--- src/rtl/swobj_map.vh ---
// constants for the switchgear object control block
`ifndef SWOBJ_MAP_VH
`define SWOBJ_MAP_VH
`define SWOBJ_CLK_HZ 40000000
`define SWOBJ_PULSE_MS 200
`define SWOBJ_TERM_MS 10000
`define SWOBJ_TICK_CYC 40000
`define SWOBJ_TYPE_WD 2'h0
`define SWOBJ_TYPE_CB 2'h1
`define SWOBJ_TYPE_DC 2'h2
`define SWOBJ_TYPE_ES 2'h3
`define SWOBJ_RDY_HIGH 2'h0
`define SWOBJ_RDY_LOW 2'h1
`define SWOBJ_RDY_OFF 2'h2
`define SWOBJ_ST_MID 2'h0
`define SWOBJ_ST_OPEN 2'h1
`define SWOBJ_ST_CLOSED 2'h2
`define SWOBJ_ST_BAD 2'h3
`define SWOBJ_WD_MID 3'h0
`define SWOBJ_WD_OUT 3'h1
`define SWOBJ_WD_IN 3'h2
`define SWOBJ_WD_BAD 3'h3
`define SWOBJ_WD_NONE 3'h4
`endif

--- src/rtl/swobj_ctrl.v ---
// switchgear object monitoring and open/close command control
`timescale 1ns/1ps
`default_nettype none
`include "swobj_map.vh"
module swobj_ctrl #(
  parameter integer TICK_CYC = `SWOBJ_TICK_CYC,
  parameter integer NRELAY = 8,
  parameter integer NSRC = 4
) (
  input wire core_clk_i,
  input wire srst_i,
  input wire [NSRC-1:0] open_pos_src_i,
  input wire [NSRC-1:0] closed_pos_src_i,
  input wire [NSRC-1:0] racked_in_src_i,
  input wire [NSRC-1:0] racked_out_src_i,
  input wire [NSRC-1:0] ready_src_i,
  input wire [NSRC-1:0] sync_ok_src_i,
  input wire [1:0] open_logic_signal_select_i,
  input wire [1:0] closed_logic_signal_select_i,
  input wire [1:0] in_logic_signal_select_i,
  input wire [1:0] out_logic_signal_select_i,
  input wire [1:0] ready_logic_signal_select_i,
  input wire [1:0] sync_logic_signal_select_i,
  input wire [1:0] object_type_i,
  input wire sync_use_i,
  input wire [1:0] ready_use_i,
  input wire [15:0] open_pulse_ms_i,
  input wire [15:0] close_pulse_ms_i,
  input wire [15:0] term_ms_i,
  input wire [2:0] open_output_relay_select_i,
  input wire [2:0] close_output_relay_select_i,
  input wire open_req_i,
  input wire close_req_i,
  input wire open_interlock_i,
  input wire close_interlock_i,
  input wire clear_stats_i,
  output reg [NRELAY-1:0] relay_o,
  output reg open_cmd_o,
  output reg close_cmd_o,
  output reg [1:0] breaker_status_o,
  output reg [2:0] cart_status_o,
  output reg [31:0] open_ok_cnt_o,
  output reg [31:0] close_ok_cnt_o,
  output reg [31:0] open_fail_cnt_o,
  output reg [31:0] close_fail_cnt_o,
  output reg clear_stats_o,
  output reg ctrl_error_o,
  output reg busy_o
);
  localparam [1:0] S_IDLE = 2'h0;
  localparam [1:0] S_PULSE = 2'h1;
  localparam [1:0] S_WAIT = 2'h2;

  // pick one of the candidate sources for a status input
  function src_pick;
    input [NSRC-1:0] src;
    input [1:0] sel;
    begin
      src_pick = src[sel];
    end
  endfunction

  wire [5:0] raw;
  wire [5:0] fld;
  assign raw = {src_pick(sync_ok_src_i, sync_logic_signal_select_i),
                src_pick(ready_src_i, ready_logic_signal_select_i),
                src_pick(racked_out_src_i, out_logic_signal_select_i),
                src_pick(racked_in_src_i, in_logic_signal_select_i),
                src_pick(closed_pos_src_i, closed_logic_signal_select_i),
                src_pick(open_pos_src_i, open_logic_signal_select_i)};

  swobj_sync #(
    .W(6)
  ) u_sync (
    .core_clk_i(core_clk_i),
    .srst_i(srst_i),
    .async_i(raw),
    .sync_o(fld)
  );

  wire pos_open = fld[0];
  wire pos_closed = fld[1];
  wire cart_in = fld[2];
  wire cart_out = fld[3];
  wire obj_ready = fld[4];
  wire sync_ok = fld[5];

  // millisecond enable divider: keeps the pulse and timeout counters small
  reg [15:0] div_q;
  reg tick_q;
  always @(posedge core_clk_i) begin
    if (srst_i) begin
      div_q <= 16'h0000;
      tick_q <= 1'b0;
    end else if (div_q == TICK_CYC[15:0] - 16'h0001) begin
      div_q <= 16'h0000;
      tick_q <= 1'b1;
    end else begin
      div_q <= div_q + 16'h0001;
      tick_q <= 1'b0;
    end
  end

  wire is_wd = (object_type_i == `SWOBJ_TYPE_WD);
  wire is_brk = is_wd || (object_type_i == `SWOBJ_TYPE_CB);
  wire can_ctrl = (object_type_i != `SWOBJ_TYPE_ES);

  reg [1:0] pos_st;
  always @* begin
    case ({pos_closed, pos_open})
      2'b01: pos_st = `SWOBJ_ST_OPEN;
      2'b10: pos_st = `SWOBJ_ST_CLOSED;
      2'b11: pos_st = `SWOBJ_ST_BAD;
      default: pos_st = `SWOBJ_ST_MID;
    endcase
  end

  reg [2:0] cart_st;
  always @* begin
    if (!is_wd) begin
      cart_st = `SWOBJ_WD_NONE;
    end else if (cart_in && cart_out) begin
      cart_st = `SWOBJ_WD_BAD;
    end else if (cart_in) begin
      cart_st = `SWOBJ_WD_IN;
    end else if (cart_out) begin
      cart_st = `SWOBJ_WD_OUT;
    end else begin
      cart_st = `SWOBJ_WD_MID;
    end
  end

  // close gating applies to breaker types only
  reg ready_ok;
  always @* begin
    if (!is_brk || ready_use_i == `SWOBJ_RDY_OFF) begin
      ready_ok = 1'b1;
    end else if (ready_use_i == `SWOBJ_RDY_LOW) begin
      ready_ok = !obj_ready;
    end else begin
      ready_ok = obj_ready;
    end
  end
  wire sync_pass = !is_brk || !sync_use_i || sync_ok;
  wire cart_ok = !is_wd || (cart_in && !cart_out);
  wire close_gate = ready_ok && sync_pass;
  wire close_lock = close_interlock_i || !cart_ok;

  reg [1:0] st_q;
  reg dir_close_q;
  reg [15:0] ms_q;
  reg open_inc;
  reg close_inc;
  reg open_fail_inc;
  reg close_fail_inc;
  wire reached = dir_close_q ? (pos_st == `SWOBJ_ST_CLOSED) : (pos_st == `SWOBJ_ST_OPEN);
  wire [15:0] pulse_lim = dir_close_q ? close_pulse_ms_i : open_pulse_ms_i;

  always @(posedge core_clk_i) begin
    if (srst_i) begin
      st_q <= S_IDLE;
      dir_close_q <= 1'b0;
      ms_q <= 16'h0000;
      open_cmd_o <= 1'b0;
      close_cmd_o <= 1'b0;
      ctrl_error_o <= 1'b0;
      busy_o <= 1'b0;
      open_inc <= 1'b0;
      close_inc <= 1'b0;
      open_fail_inc <= 1'b0;
      close_fail_inc <= 1'b0;
    end else begin
      open_inc <= 1'b0;
      close_inc <= 1'b0;
      open_fail_inc <= 1'b0;
      close_fail_inc <= 1'b0;
      ctrl_error_o <= 1'b0;
      case (st_q)
        S_IDLE: begin
          ms_q <= 16'h0000;
          if (open_req_i && can_ctrl) begin
            if (open_interlock_i) begin
              open_fail_inc <= 1'b1;
            end else begin
              st_q <= S_PULSE;
              dir_close_q <= 1'b0;
              open_cmd_o <= 1'b1;
              busy_o <= 1'b1;
            end
          end else if (close_req_i && can_ctrl) begin
            if (!close_gate || close_lock) begin
              close_fail_inc <= 1'b1;
            end else begin
              st_q <= S_PULSE;
              dir_close_q <= 1'b1;
              close_cmd_o <= 1'b1;
              busy_o <= 1'b1;
            end
          end
        end
        S_PULSE, S_WAIT: begin
          if (tick_q) begin
            ms_q <= ms_q + 16'h0001;
          end
          // a type change to earth switch mid-control drops the command at once
          if (!can_ctrl) begin
            open_cmd_o <= 1'b0;
            close_cmd_o <= 1'b0;
            busy_o <= 1'b0;
            st_q <= S_IDLE;
          end else if (reached) begin
            open_cmd_o <= 1'b0;
            close_cmd_o <= 1'b0;
            busy_o <= 1'b0;
            st_q <= S_IDLE;
            open_inc <= !dir_close_q;
            close_inc <= dir_close_q;
          end else if (tick_q && ms_q + 16'h0001 >= term_ms_i) begin
            open_cmd_o <= 1'b0;
            close_cmd_o <= 1'b0;
            busy_o <= 1'b0;
            st_q <= S_IDLE;
            ctrl_error_o <= 1'b1;
            open_fail_inc <= !dir_close_q;
            close_fail_inc <= dir_close_q;
          end else if (st_q == S_PULSE && tick_q && ms_q + 16'h0001 >= pulse_lim) begin
            open_cmd_o <= 1'b0;
            close_cmd_o <= 1'b0;
            st_q <= S_WAIT;
          end
        end
        default: begin
          st_q <= S_IDLE;
        end
      endcase
    end
  end

  // next count: clear wins, and a full counter holds rather than wrapping to look cleared
  function [31:0] cnt_next;
    input [31:0] cnt;
    input inc;
    input clr;
    begin
      if (clr) begin
        cnt_next = 32'h00000000;
      end else if (inc && cnt != 32'hffffffff) begin
        cnt_next = cnt + 32'h00000001;
      end else begin
        cnt_next = cnt;
      end
    end
  endfunction

  wire clr_go = clear_stats_i && !clear_stats_o;
  // clear flag is self-clearing: high for exactly one cycle after a request
  always @(posedge core_clk_i) begin
    if (srst_i) begin
      clear_stats_o <= 1'b0;
      open_ok_cnt_o <= 32'h00000000;
      close_ok_cnt_o <= 32'h00000000;
      open_fail_cnt_o <= 32'h00000000;
      close_fail_cnt_o <= 32'h00000000;
    end else begin
      clear_stats_o <= clr_go;
      open_ok_cnt_o <= cnt_next(open_ok_cnt_o, open_inc, clr_go);
      close_ok_cnt_o <= cnt_next(close_ok_cnt_o, close_inc, clr_go);
      open_fail_cnt_o <= cnt_next(open_fail_cnt_o, open_fail_inc, clr_go);
      close_fail_cnt_o <= cnt_next(close_fail_cnt_o, close_fail_inc, clr_go);
    end
  end

  // status and relay routing registered so outputs come from flops
  genvar g;
  wire [NRELAY-1:0] relay_d;
  generate
    for (g = 0; g < NRELAY; g = g + 1) begin : g_relay
      assign relay_d[g] = (open_cmd_o && open_output_relay_select_i == g) ||
                          (close_cmd_o && close_output_relay_select_i == g);
    end
  endgenerate

  // one process drives the whole relay word; the relay lags its command by one flop
  always @(posedge core_clk_i) begin
    if (srst_i) begin
      relay_o <= {NRELAY{1'b0}};
    end else begin
      relay_o <= relay_d;
    end
  end

  always @(posedge core_clk_i) begin
    if (srst_i) begin
      breaker_status_o <= `SWOBJ_ST_MID;
      cart_status_o <= `SWOBJ_WD_NONE;
    end else begin
      breaker_status_o <= pos_st;
      cart_status_o <= cart_st;
    end
  end
endmodule
`default_nettype wire

--- src/rtl/swobj_sync.v ---
// two-flop synchroniser bank for field status inputs
`timescale 1ns/1ps
`default_nettype none
module swobj_sync #(
  parameter W = 6
) (
  input wire core_clk_i,
  input wire srst_i,
  input wire [W-1:0] async_i,
  output wire [W-1:0] sync_o
);
  reg [W-1:0] meta_q;
  reg [W-1:0] sync_q;
  always @(posedge core_clk_i) begin
    if (srst_i) begin
      meta_q <= {W{1'b0}};
      sync_q <= {W{1'b0}};
    end else begin
      meta_q <= async_i;
      sync_q <= meta_q;
    end
  end
  assign sync_o = sync_q;
endmodule
`default_nettype wire

--- config.mk ---
export PLATFORM = sky130hd
export DESIGN_NAME = swobj_ctrl
export DESIGN_NICKNAME = d
export VERILOG_FILES = /design/src/rtl/swobj_ctrl.v /design/src/rtl/swobj_sync.v
export VERILOG_INCLUDE_DIRS = /design/src /design/src/rtl
export SDC_FILE = /design/constraint.sdc
export NUM_CORES = 1
export LEC_CHECK = 0
export ABC_AREA = 1
export BUFFER_PORTS_ARGS = -buffer_cell sky130_fd_sc_hd__buf_4
export CAP_MARGIN = 15
export CORE_ASPECT_RATIO = 1.2
export CORE_MARGIN = 3
export CORE_UTILIZATION = 56
export DETAILED_ROUTE_END_ITERATION = 16
export GPL_TIMING_DRIVEN = 0
export HOLD_SLACK_MARGIN = 0.1
export PLACE_DENSITY = 0.84
export SYNTH_ARGS = -nofsm -noshare
export SYNTH_HDL_FRONTEND = slang
export SYNTH_SLANG_ARGS = --single-unit
--- constraint.sdc ---
create_clock -name core_clk_i -period 3.8 [get_ports core_clk_i]
set_clock_uncertainty 0.2 [all_clocks]
set_input_delay 0.38 -clock core_clk_i [delete_from_list [all_inputs] [get_ports core_clk_i]]
set_output_delay 0.38 -clock core_clk_i [all_outputs]
set_load 0.05 [all_outputs]
[Yosys cells after proc, flatten, opt, wreduce, memory -nomap -nowiden]
Cells that the tools add are included.
Storage, ports and cells
  flip-flop bits (word level): 198
  bits in latches: 0
  memory bits (writable): 0
  ROM bits: 0
  input port bits: 102
  output and inout bits: 146
  word-level logic and storage cells: 219
  memories: 0
Cells by class
  add/sub/neg operators: 6
  multiply operators: 0
  div/mod/pow operators: 0
  magnitude comparators: 8
  equal/unequal tests: 43
  shift-type cells: 0
  mux-type cells: 64
  bitwise gates (word level): 4
  reduce and logical (&&, ||, !) cells: 71
Operators with widths (number)
  adder 32 x 1 -> 32 bit (second input constant): 4
  != test 32 bit (second input constant): 4
  two-way mux 1 bit: 38
  adder 16 x 1 -> 16 bit (second input constant): 2
  greater-or-equal comparator 16 bit: 2
  two-way mux 16 bit: 2
  one-hot mux 16 bit (2 select lines): 1
  logical AND 1 bit: 29
  equality test 3 bit (second input constant): 8
  two-way mux 2 bit: 10
  < comparator 2 x 3 -> 1 bit (second input constant): 6
  != test 2 bit (second input constant): 9
  equality test 16 bit (second input constant): 1
  logical OR 1 bit: 15
  binary-select mux 1 bit (select 2 bit): 6
  equality test 3 x 2 -> 1 bit (second input constant): 4
  AND reduction 4 bit: 3
  equality test 2 x 1 -> 1 bit (second input constant): 5
  equality test 2 bit (second input constant): 5
  one-hot mux 1 bit (2 select lines): 5
  AND reduction 5 bit: 2
  zero test 1 bit: 9
  != test 3 bit (second input constant): 3
  OR reduction 2 bit: 4
  other kinds (11): 19

[Longest topological paths before layout]
Gate-level depths: netlist of the first run.
  depth in word-level cells: 12
  depth in mapped cells: 20
  depth with buffers taken out: 20

[Hierarchy]
Synthesis of the first run repeated with hierarchy kept, for this count alone.
Unflattened totals
  cells, all modules: 1731
  area total of the unflattened synthesis: 11616.1 um2
Modules (own cells, without submodules)
  swobj_ctrl: instances 1, cells each 1694, area an instance 11274.6 um2, seq. area each 3723.6 um2
  swobj_sync: instances 1, cells each 37, area an instance 341.6 um2, seq. area each 240.2 um2

[Worst setup path before layout of the first run]
Ideal clock, no wire load.
  kind: register to register
  start: register ms_q[0]
  end: register close_cmd_o
  library setup time: 0.117 ns
  arrival: 2.426 ns
  data required time: 3.483 ns
  path slack: 1.058 ns
  stages on the path, launching flop included: 17
  path buffers: 0
  period minus slack after synthesis: 2.742 ns
  cells stage by stage: dfxtp_1 ha_1 nand3_1 nor2_1 nand3_1 inv_1 nand3_1 xnor2_1 ha_1 nand4_1 inv_1 a21oi_1 nand2_1 nand2_1 nand3_1 a21oi_1 nor2_1
Between the ends
  cells in the longest elaborated chain, start to end: 7
  elaborated cells on any way between the ends: 11
  classes of those cells: add/sub: 1; order compare: 2; eq/ne: 1; mux: 4; reduce/logical: 3
RTL lines
  start: declaration: line swobj_ctrl.v:151  | reg [15:0] ms_q;
  start signal: assignment: line swobj_ctrl.v:203  | ms_q <= ms_q + 16'h0001;
  adder 16 x 1 -> 16 bit (*): line swobj_ctrl.v:218, swobj_ctrl.v:226
  greater-or-equal comparator 16 bit: line swobj_ctrl.v:218  | end else if (tick_q && ms_q + 16'h0001 >= term_ms_i) begin
  logical AND 1 bit: line swobj_ctrl.v:218
  two-way mux 1 bit: line swobj_ctrl.v:218
  two-way mux 1 bit: line swobj_ctrl.v:211  | end else if (reached) begin
  two-way mux 1 bit: line swobj_ctrl.v:206  | if (!can_ctrl) begin
  one-hot mux 1 bit (2 select lines): line swobj_ctrl.v:178  | case (st_q)
  end signal: assignment: line swobj_ctrl.v:208  | close_cmd_o <= 1'b0;
  end signal: assignment: line swobj_ctrl.v:213  | close_cmd_o <= 1'b0;
  end signal: assignment: line swobj_ctrl.v:220  | close_cmd_o <= 1'b0;
  end: declaration: line swobj_ctrl.v:39  | output reg close_cmd_o,
Every way passes the cells marked *; elsewhere a longest branch is shown, timed or not.
A chain may end at the register's enable or synchronous reset.

[Worst setup path in the final report of the first run]
  start: register ms_q[0]
  end: register st_q[1]
Between the ends
  cells in the longest elaborated chain, start to end: 7
  elaborated cells on any way between the ends: 11
  classes of those cells: add/sub: 1; order compare: 2; eq/ne: 1; mux: 4; reduce/logical: 3
RTL lines
  adder 16 x 1 -> 16 bit (*): line swobj_ctrl.v:218, swobj_ctrl.v:226
  greater-or-equal comparator 16 bit: line swobj_ctrl.v:218
  logical AND 1 bit: line swobj_ctrl.v:218
  two-way mux 2 bit: line swobj_ctrl.v:218
  two-way mux 2 bit: line swobj_ctrl.v:211
  two-way mux 2 bit: line swobj_ctrl.v:206
  one-hot mux 2 bit (2 select lines): line swobj_ctrl.v:178
  end signal: assignment: line swobj_ctrl.v:210  | st_q <= S_IDLE;
  end signal: assignment: line swobj_ctrl.v:215  | st_q <= S_IDLE;
  end signal: assignment: line swobj_ctrl.v:222  | st_q <= S_IDLE;
  end: declaration: line swobj_ctrl.v:149  | reg [1:0] st_q;
Marks and branches as above.

==> results of run 1 <==
through the flow:
step / hold slack, ns / util [%] / power [mW] / area [um2]
after floorplan: 0.1883 / - / 2.643 / 11690
after global placement: 0.1897 / 68.00 / 2.882 / 13870
after detailed placement: 0.1958 / 68.00 / 2.899 / 13870
after CTS: 0.1526 / 72.79 / 4.734 / 14850
after global routing: 0.1861 / 72.96 / 4.914 / 14880
final: 0.1812 / 72.96 / 4.745 / 14880
cell families (layout without fill, tap and decap cells):
logic type               after synthesis  after routing  share of synthesized area [%]
AND/OR/NAND/NOR                      951            951                          36.01
AO/OA/AOI/OAI                        223            223                          10.19
buffers and inverters                250            565                          8.679
XOR/XNOR                              74             74                          5.544
multiplexers                          15             15                          1.284
flip-flops                           198            198                          33.90
adder cells (fa/ha/maj)               41             41                          4.388
placed cells by master (no fill, tap or decap), types with 15 or more instances in the layout:
master           n
xor2_1          43
ha_1            41
mux2i_1         15
nor2_1         229
buf_4          250
o21ai_0         60
nand4_1         50
dlygate4sd3_1   37
clkbuf_1        16
inv_1          198
nor3_1          53
dfxtp_1        198
xnor2_1         27
nand2_1        471
a21oi_1        136
clkbuf_16       17
nand3_1         61
flip-flops by register name, summed over array words and instances (netlist names), 2 cells and up:
signal	flops
ms_q	16
relay_o	8
div_q	16
u_sync.meta_q	6
open_ok_cnt_o	32
close_fail_cnt_o	32
u_sync.sync_o	6
st_q	2
close_ok_cnt_o	32
cart_status_o	3
open_fail_cnt_o	32
breaker_status_o	2
worst max-delay path: cells and delay by family (launching register included):
kind	cells	cell delay (ns)
and+or+nand+nor	9	1.41
AOI/OAI and AO/OA	3	0.49
DFF	1	0.46
xor gates and xnor gates	1	0.40
adders and majority gates	1	0.35
area by class of cell:
class	count	area, um2	share of cell area (%)
flip-flops and latches	198	3964	26.64
well taps	265	331.6	2.228
clock buffers	17	425.4	2.859
inverters	208	780.7	5.246
plain buffers	42	234.0	1.572
clock inverters	15	181.4	1.219
multi-input cells	1304	6748	45.34
repair buffers	283	2217	14.90
timing repair:
| action | 4_1_cts | 5_1_grt |
|---|---|---|
| endpoints found under the hold margin | 22 | 0 |
| hold buffers | 37 | 0 |
| endpoints found under the setup margin | 0 | 4 |
| resized for setup | 0 | 5 |
synth_stat cells, types with 6 or more instances:
| cell | count | area (um2) |
|---|---|---|
| buf_2 | 13 | 65.06 |
| nor2_1 | 229 | 859.6 |
| nor4_1 | 11 | 68.82 |
| inv_2 | 9 | 33.78 |
| nand2_2 | 9 | 56.30 |
| buf_6 | 6 | 67.56 |
| dfxtp_1 | 198 | 3964 |
| nand4_1 | 50 | 312.8 |
| xnor2_1 | 30 | 262.8 |
| xor2_1 | 44 | 385.4 |
| nor2_2 | 12 | 75.07 |
| o21a_1 | 6 | 45.04 |
| nor3b_1 | 13 | 97.59 |
| mux2i_1 | 15 | 150.1 |
| nor3_1 | 53 | 265.3 |
| o21ai_0 | 60 | 300.3 |
| and3_1 | 6 | 37.54 |
| nand2_1 | 471 | 1768 |
| ha_1 | 41 | 513.0 |
| inv_1 | 198 | 743.2 |
| a21oi_2 | 7 | 61.31 |
| a21oi_1 | 136 | 680.7 |
| nand3_1 | 62 | 310.3 |
| clkbuf_1 | 16 | 60.06 |
| nor3_2 | 12 | 120.1 |
report_power, final:
| part | internal, mW | switching, mW | total, mW |
|---|---|---|---|
| registers | 2.12 | 0.0409 | 2.16 |
| clock network | 0.894 | 0.939 | 1.83 |
| logic | 0.273 | 0.480 | 0.752 |
| total | 3.29 | 1.46 | 4.75 |
worst paths after layout:
check / startpoint / end / slack [ns] / cells after the start
setup / recovery: ms_q[0] / st_q[1] / 0.38 / 14
hold reg to reg: u_sync.meta_q[0] / u_sync.sync_o[0] / 0.21 / 2
setup reg to reg: ms_q[0] / st_q[1] / 0.38 / 14
hold / removal: object_type_i[1] / close_fail_inc / 0.18 / 4
routing by layer:
metal / GRT usage [%] / wire length, um / up-vias
met5: 0 / 0 / -
li1: - / - / 6261
met1: 35.13 / 13680 / 5792
met2: 55.99 / 17920 / 560
met3: 5.974 / 2905 / 102
met4: 13.93 / 1313 / 0
==> impl_results.md, run 1 <==
- Max incr delay on CP: 0.46 ns
- Clock Latency Late Sink: 0.44 ns
- Worst slack, placed: 0.3548 ns
- Max Slew Vio Count: 0
- Async set-reset flop share out of synthesis: 0%
- Synth Flop Type: dfxtp_1
- Clock slew at reported path FFs: 0.08 ns
- Largest net degree at the start of global routing: 22
- Leakage: 6.272 nW
- Finished Layout Cells: 2332
- Final Wtd Congestion: 0.9471
- Initial DRC count: 839
- CTS Root Buffer Type: clkbuf_16
- Max-slew headroom: 47.47%
- Final HPWL DP: 26.77 mm
- Sequential share of the synthesized area: 33.90%
- PwrDens: 318.9 nW/um2
- First-pass GRT wire length: 57.04 mm
- Post-Syn Instances: 1752
- Buffers on Ports: 246
- Die Width: 137.9 um
- Htree depth: 4
- Worst Slack Setup Final: 0.3846 ns
- Critical path type: flip-flop to flip-flop
- Final hold viol count: 0
- Syn_area_per_cell: 6.673 um2
- Post-CTS setup buffers: 0
- Required time worst endpoint: 3.93 ns
- Synthesized area: 11690 um2
- Final setup fails: 0
- CP endpoint kind: flip-flop
- RSZ-0062 raised after global routing: no
- Die Y: 164.3 um
- Remaining antenna violation count: 0
- Worst-Margin Slew: 0.7879 ns
- Core ar.: 20400 um2
- Yosys cell types: 45
- CP max FO: 8
- Vias in the first global route: 12260
- Pre-Repair DR Iteration Count: 8
- Clock sinks: 198
- Total Routing Usage GR: 31.06%
- Worst ir drop on vdd: 0.2924 mV
- Worst Hold Class: input pin to flip-flop
- WL per Instance: 15.36 um
- Filler cells: 1676
- Final TNS setup: 0 ns
- Initial antenna violation count: 0
- Status: finished, final reports clean
- Placed insts: 2263
- Fraction of layout cells with a size suffix above 1: 18.00%
- Critical Path Start Type: flip-flop
- Crit share post-route: 89.88%
- Die area: 22650 um2
- Yosys reg bits: 198
- Diodes inserted: 0
- Max frequency: 0.2928 GHz
- Min Tclk post-route: 3.415 ns
- Syn-to-layout area delta: 27.29%
- Drt total wl: 35.82 mm
- Total of max-cap violations: 0
- Critical Path AT: 3.54 ns
- Net Count, Synth: 1895
- Critical path's most frequent cell: nand2_1
- Final #Nets: 2197
- Starting density of the core: 57.32%
- Grt ovf: 0
- Row Count: 57
- Critical Path, Cell by Cell: and3_1, nand3_1, nor3_1, nand2_1, xnor2_1, ha_1, a21oi_1, nand2_1, a21oi_1, nand2_1, nand2_1, nand3_2, a21oi_1, nor2_1
- TritonCTS Buffers: 17
- Drt via density: 5.452
- Number of remaining DRC errors: 0
- Longest Clk Path Bufs: 2
- Vias: 12720
- I/O pins: 248
- CTS tree: built
- Post-synth EDFFs: 0
- Worst path slowest cell: dfxtp_1
- Synth warnings: 0
Note: power is estimated with default switching activity, not from simulation.
==> inputs of run 2 (changes only) <==
Clock period 3.8 ns to 3.6 ns, I/O delays scaled along.
==> run 2 against run 1 <==
Against the previous run: non-clock buffer count up 3; first-iteration DRC count down 4.4%; hold slack worse by 0.016 ns; critical endpoint unchanged; largest cell class unchanged.
==> impl_results.md, run 2 (same netlist as run 1, synthesis figures left out) <==
- Max Slew Vio Count: 0 (unchanged)
- Drt total wl: 35.81 mm (about the same)
- Drt via density: 5.457 (about the same)
- Largest net degree at the start of global routing: 22 (unchanged)
- PwrDens: 336.2 nW/um2 (+5.4%)
- Remaining antenna violation count: 0 (unchanged)
- CP max FO: 8 (unchanged)
- Fraction of layout cells with a size suffix above 1: 18.12% (+0.12 points)
- Final #Nets: 2200 (+0.14%)
- Total Routing Usage GR: 31.15% (+0.090 points)
- Initial antenna violation count: 0 (unchanged)
- Clock slew at reported path FFs: 0.07 ns (about the same)
- Design Area, Final: 14920 um2 (+0.23%)
- Initial DRC count: 802 (-4.4%)
- Leakage: 6.288 nW (+0.27%)
- Worst r2r path cells: 14 (unchanged)
- CTS tree: built
- Vias in the first global route: 12300 (+0.35%)
- Worst-Margin Slew: 0.7729 ns (-0.01508 ns)
- Sequential Area: 3965 um2 (about the same)
- R2R Path Start: ms_q[2]
- Min Tclk post-route: 3.303 ns (-0.1125 ns)
- R2r endpoint: st_q[1]
- WL per Instance: 15.33 um (-0.16%)
- Pre-Repair DR Iteration Count: 7 (-1)
- Die Y: 164.3 um (unchanged)
- Syn-to-layout area delta: 27.58%
- Filler cells: 1664 (-0.72%)
- CP endpoint kind: flip-flop
- Critical Path AT: 3.43 ns (-0.11 ns)
- Clock sinks: 198 (unchanged)
- Worst Slack Setup Final: 0.2971 ns (-0.08754 ns)
- Worst ir drop on vdd: 0.3323 mV (+14%)
- Buffers on Ports: 246 (unchanged)
- Final setup fails: 0 (unchanged)
- Diodes inserted: 0 (unchanged)
- Multi-input gate area: 6755 um2 (+0.11%)
- Starting density of the core: 57.32% (unchanged)
- Grt ovf: 0 (unchanged)
- Critical path type: flip-flop to flip-flop
- Die Width: 137.9 um (unchanged)
- Min-delay src: open_req_i
- First-pass GRT wire length: 57.21 mm (+0.31%)
- Vias: 12740 (+0.21%)
- CTS Root Buffer Type: clkbuf_16
- Clock Latency Late Sink: 0.44 ns (about the same)
- Die area: 22650 um2 (unchanged)
- Total power: 5.015 mW (+5.7%)
- I/O pins: 248 (unchanged)
- R2R Setup Slk: 0.30 ns (-0.09 ns)
- Commonest non-fill, non-tap cells in the layout: nand2_1, buf_4, nor2_1, inv_1, dfxtp_1
- Final hold viol count: 0 (unchanged)
- Required time worst endpoint: 3.72 ns (-0.21 ns)
- Htree depth: 4 (unchanged)
- TritonCTS Buffers: 17 (unchanged)
- Row Count: 57 (unchanged)
- Status: finished, final reports clean
- Core ar.: 20400 um2 (unchanged)
- Total of max-cap violations: 0 (unchanged)
- Worst Hold Class: input pin to flip-flop
- Area after DPL: 13870 um2 (unchanged)
- Placed insts: 2263 (unchanged)
- Final Wtd Congestion: 0.9471 (unchanged)
- Commonest non-fill, non-tap cell in the layout: nand2_1
- Critical Path Start Type: flip-flop
- Finished Layout Cells: 2335 (+0.13%)
- Final HPWL DP: 26.77 mm (unchanged)
- Crit share post-route: 91.75% (+1.9 points)
- Max-slew headroom: 48.48% (+1.0 points)
- Worst slack, placed: 0.1548 ns (-0.2000 ns)
- WHS Path Cells: 5 (+1)
- Number of remaining DRC errors: 0 (unchanged)
- Max frequency: 0.3028 GHz (+3.4%)
- Hold worst-path end: open_fail_inc
- Longest Clk Path Bufs: 2 (unchanged)
==> run 2: what timing repair did <==
action	CTS	global route
endpoints found under the setup margin	0	5
setup buffers	0	2
gates resized for setup	0	7
hold buffers	38	0
hold endpoints to repair	22	0
==> run 2: area by class of cell <==
cell class,instances,area share (%)
multi-input combinational,1304,45.29
sequential,198,26.58
timing repair buffer,286,15.03
inverter,208,5.234
clock buffer,17,2.852
tap,265,2.223
buffer,42,1.569
clock inverter,15,1.216
==> run 2: metal layers <==
metal	vias up	GRT usage, %	part of all wire [%]
met5	-	0	0
met2	581	56.13	50
met1	5781	35.11	38
li1	6265	-	-
met4	0	14.15	4.0
met3	115	6.097	8.4
==> run 2: how the worst max path moves through the flow <==
stage | start | end | slack [ns]
after global placement | ms_q[0] | close_cmd_o | 0.25
after CTS | ms_q[0] | st_q[1] | 0.12
final | ms_q[2] | st_q[1] | 0.30
after detailed placement | ms_q[0] | open_cmd_o | 0.15
after floorplan | ms_q[0] | close_cmd_o | 0.86
after global routing | ms_q[0] | st_q[1] | -0.02
==> run 2: critical path, cell delays in order, from the launching register on <==
cell and delay, ns:
dfxtp_1 0.39, and3_1 0.22, nand3_1 0.14, nor3_1 0.26, nand2_1 0.12, xnor2_1 0.40, ha_1 0.35, a21oi_1 0.15
nand2_1 0.07, a21oi_1 0.15, nand2_1 0.15, nand2_1 0.21, nand3_4 0.14, a21oi_1 0.17, nor2_1 0.07
==> run 2: per-stage QoR <==
| stage | hold WS, ns | TNS, ns | utilization [%] |
|---|---|---|---|
| after detailed placement | 0.1958 | 0 | 68.00 |
| final | 0.1653 | 0 | 73.13 |
| after global routing | 0.1694 | -0.02232 | 73.13 |
| after CTS | 0.1326 | 0 | 72.84 |
| after global placement | 0.1897 | 0 | 68.00 |
| after floorplan | 0.1883 | 0 | - |
==> run 2: report_power, final <==
group          switching, mW  internal, mW
Combinational          0.508         0.292
Sequential            0.0424          2.24
Clock                  0.992         0.944
==> inputs of run 3 (changes only) <==
Settings changed: MAX_ROUTING_LAYER set to met4.
==> run 3 against run 2 <==
Against the previous run: flip-flop and latch count is the same; power grew 1.5%; wire length grew 0.88%.
==> impl_results.md, run 3 (same netlist as run 1, synthesis figures left out) <==
- Status: finished, final reports clean
- Core ar.: 20400 um2 (unchanged)
- Worst path slowest cell: dfxtp_1
- Finished Layout Cells: 2333 (-0.086%)
- CTS Root Buffer Type: clkbuf_16
- Longest Clk Path Bufs: 2 (unchanged)
- Grt peak-use layer: met2
- Row Count: 57 (unchanged)
- Clock Latency Late Sink: 0.45 ns (about the same)
- GR Util met1: 35.69% (+0.59 points)
- First-pass GRT wire length: 58.21 mm (+1.7%)
- Die area: 22650 um2 (unchanged)
- Grt ovf: 0 (unchanged)
- Worst slack, placed: 0.1978 ns (+0.04304 ns)
- Initial DRC count: 778 (-3.0%)
- Buf+Inv Stages, Crit Path: 0 (unchanged)
- Buffers on Ports: 246 (unchanged)
- PwrDens: 341.0 nW/um2 (+1.4%)
- Placed insts: 2263 (unchanged)
- Die Y: 164.3 um (unchanged)
- Grt met2 use: 57.26% (+1.1 points)
- Remaining antenna violation count: 0 (unchanged)
- Total of max-cap violations: 0 (unchanged)
- Commonest non-fill, non-tap cells in the layout: nand2_1, buf_4, nor2_1, inv_1, dfxtp_1
- Final HPWL DP: 26.77 mm (about the same)
- Htree depth: 4 (unchanged)
- WL per Instance: 15.48 um (+0.96%)
- Commonest non-fill, non-tap cell in the layout: nand2_1
- Worst Hold Class: input pin to flip-flop
- Diodes inserted: 0 (unchanged)
- Critical Path, Cell by Cell: and3_1, nand3_1, nor2_1, nand2_1, nor2_1, xor2_2, ha_1, a21oi_1, o21ai_0, a21oi_1, nand2_1, nand2_1, nand3_2, nand3_1, nand2_1, nor2_1
- CP max FO: 8 (unchanged)
- Crit share post-route: 89.71% (-2.0 points)
- CP top delay family: simple AND/OR/NAND/NOR gates
- Pre-Repair DR Iteration Count: 5 (-2)
- Starting density of the core: 57.32% (unchanged)
- Vias in the first global route: 12390 (+0.72%)
- Fraction of layout cells with a size suffix above 1: 18.09% (-0.031 points)
- Final #Nets: 2198 (-0.091%)
- Max Slew Vio Count: 0 (unchanged)
- Total power: 5.090 mW (+1.5%)
- Max frequency: 0.3096 GHz (+2.3%)
- Final setup fails: 0 (unchanged)
- Leakage: 6.301 nW (+0.20%)
- Critical path type: flip-flop to flip-flop
- Worst-Margin Slew: 0.8385 ns (+0.06563 ns)
- Worst ir drop on vdd: 0.3539 mV (+6.5%)
- I/O pins: 248 (unchanged)
- Clock sinks: 198 (unchanged)
- Number of remaining DRC errors: 0 (unchanged)
- Max incr delay on CP: 0.39 ns (about the same)
- Max-slew headroom: 44.10% (-4.4 points)
- Drt total wl: 36.12 mm (+0.88%)
- Critical path's most frequent cell: nand2_1
- RSZ-0062 raised after global routing: no
- Final hold viol count: 0 (unchanged)
- Total Routing Usage GR: 32.68% (+1.5 points)
- Vias: 12660 (-0.66%)
- Clock slew at reported path FFs: 0.09 ns (+0.02 ns)
- CTS tree: built
- Initial antenna violation count: 0 (unchanged)
- Drt via density: 5.426 (-0.57%)
- Global routing usage on met3: 6.464% (+0.37 points)
- Worst Slack Setup Final: 0.3705 ns (+0.07346 ns)
- Critical Path AT: 3.41 ns (-0.02 ns)
- Largest net degree at the start of global routing: 24 (+9.1%)
- Min Tclk post-route: 3.229 ns (-0.07346 ns)
- Die Width: 137.9 um (unchanged)
- Critical Path Start Type: flip-flop
- Final TNS setup: 0 ns (unchanged)
- Final Wtd Congestion: 0.9637 (+1.8%)
- Syn-to-layout area delta: 27.67% (about the same)
- TritonCTS Buffers: 17 (unchanged)
- Required time worst endpoint: 3.78 ns (+0.06 ns)
- CP endpoint kind: flip-flop
## run 3: changes by cell type in the layout (fill, tap and decap cells not counted), sizes merged
| cell | before | now |
|---|---|---|
| buf | 274 | 272 |
| clkinv | 8 | 6 |
| clkinvlp | 2 | 0 |
| inv | 213 | 217 |
## run 3: final timing paths
kind,to,slack [ns],cells after the start,startpoint
setup reg to reg,open_cmd_o,0.37,16,ms_q[2]
hold reg to reg,u_sync.sync_o[3],0.22,2,u_sync.meta_q[3]
hold / removal,dir_close_q,0.13,6,open_req_i
setup / recovery,open_cmd_o,0.37,16,ms_q[2]
## run 3: area by class of cell
| type | instances | area [um2] |
|---|---|---|
| Buffer | 42 | 234.0 |
| Multi-Input combinational cell | 1304 | 6755 |
| Inverter | 208 | 780.7 |
| Timing Repair Buffer | 284 | 2227 |
| Clock inverter | 15 | 206.4 |
| Sequential cell | 198 | 3965 |
| Fill cell | 1701 | 5472 |
| Clock buffer | 17 | 425.4 |
| Tap cell | 265 | 331.6 |
## run 3: power breakdown
| group | internal (mW) | total [mW] | switching [mW] |
|---|---|---|---|
| clock network | 0.973 | 2.02 | 1.04 |
| registers | 2.24 | 2.28 | 0.0432 |
| logic | 0.289 | 0.794 | 0.505 |
| total | 3.50 | 5.09 | 1.59 |
## run 3: through the flow
| stage | hold WS [ns] | utilization, % | instance area (um2) |
|---|---|---|---|
| after floorplan | 0.1883 | - | 11690 |
| after global placement | 0.1896 | 68.00 | 13870 |
| after detailed placement | 0.1970 | 68.00 | 13870 |
| after CTS | 0.1187 | 72.96 | 14880 |
| after global routing | 0.1387 | 73.18 | 14930 |
| final | 0.1328 | 73.18 | 14930 |
## run 3: timing repair
item,in CTS,in global routing
hold buffers,38,0
endpoints found under the setup margin,0,4
endpoints found under the hold margin,23,0
resized for setup,0,7
buffers inserted,0,0
## run 3: worst register-to-register path: stages (launching register included)
cell     delay (ns)
dfxtp_1        0.39
and3_1         0.24
nand3_1        0.14
nor2_1         0.11
nand2_1        0.11
nor2_1         0.18
xor2_2         0.25
ha_1           0.31
a21oi_1        0.14
o21ai_0        0.13
a21oi_1        0.17
nand2_1        0.16
nand2_1        0.18
nand3_2        0.19
nand3_1        0.12
nand2_1        0.06
nor2_1         0.09
## run 3: metal layers
| metal | vias up | share of wire [%] |
|---|---|---|
| met4 | 0 | 3.6 |
| met5 | - | 0 |
| met3 | 112 | 7.2 |
| li1 | 6276 | - |
| met2 | 483 | 51 |
| met1 | 5787 | 39 |
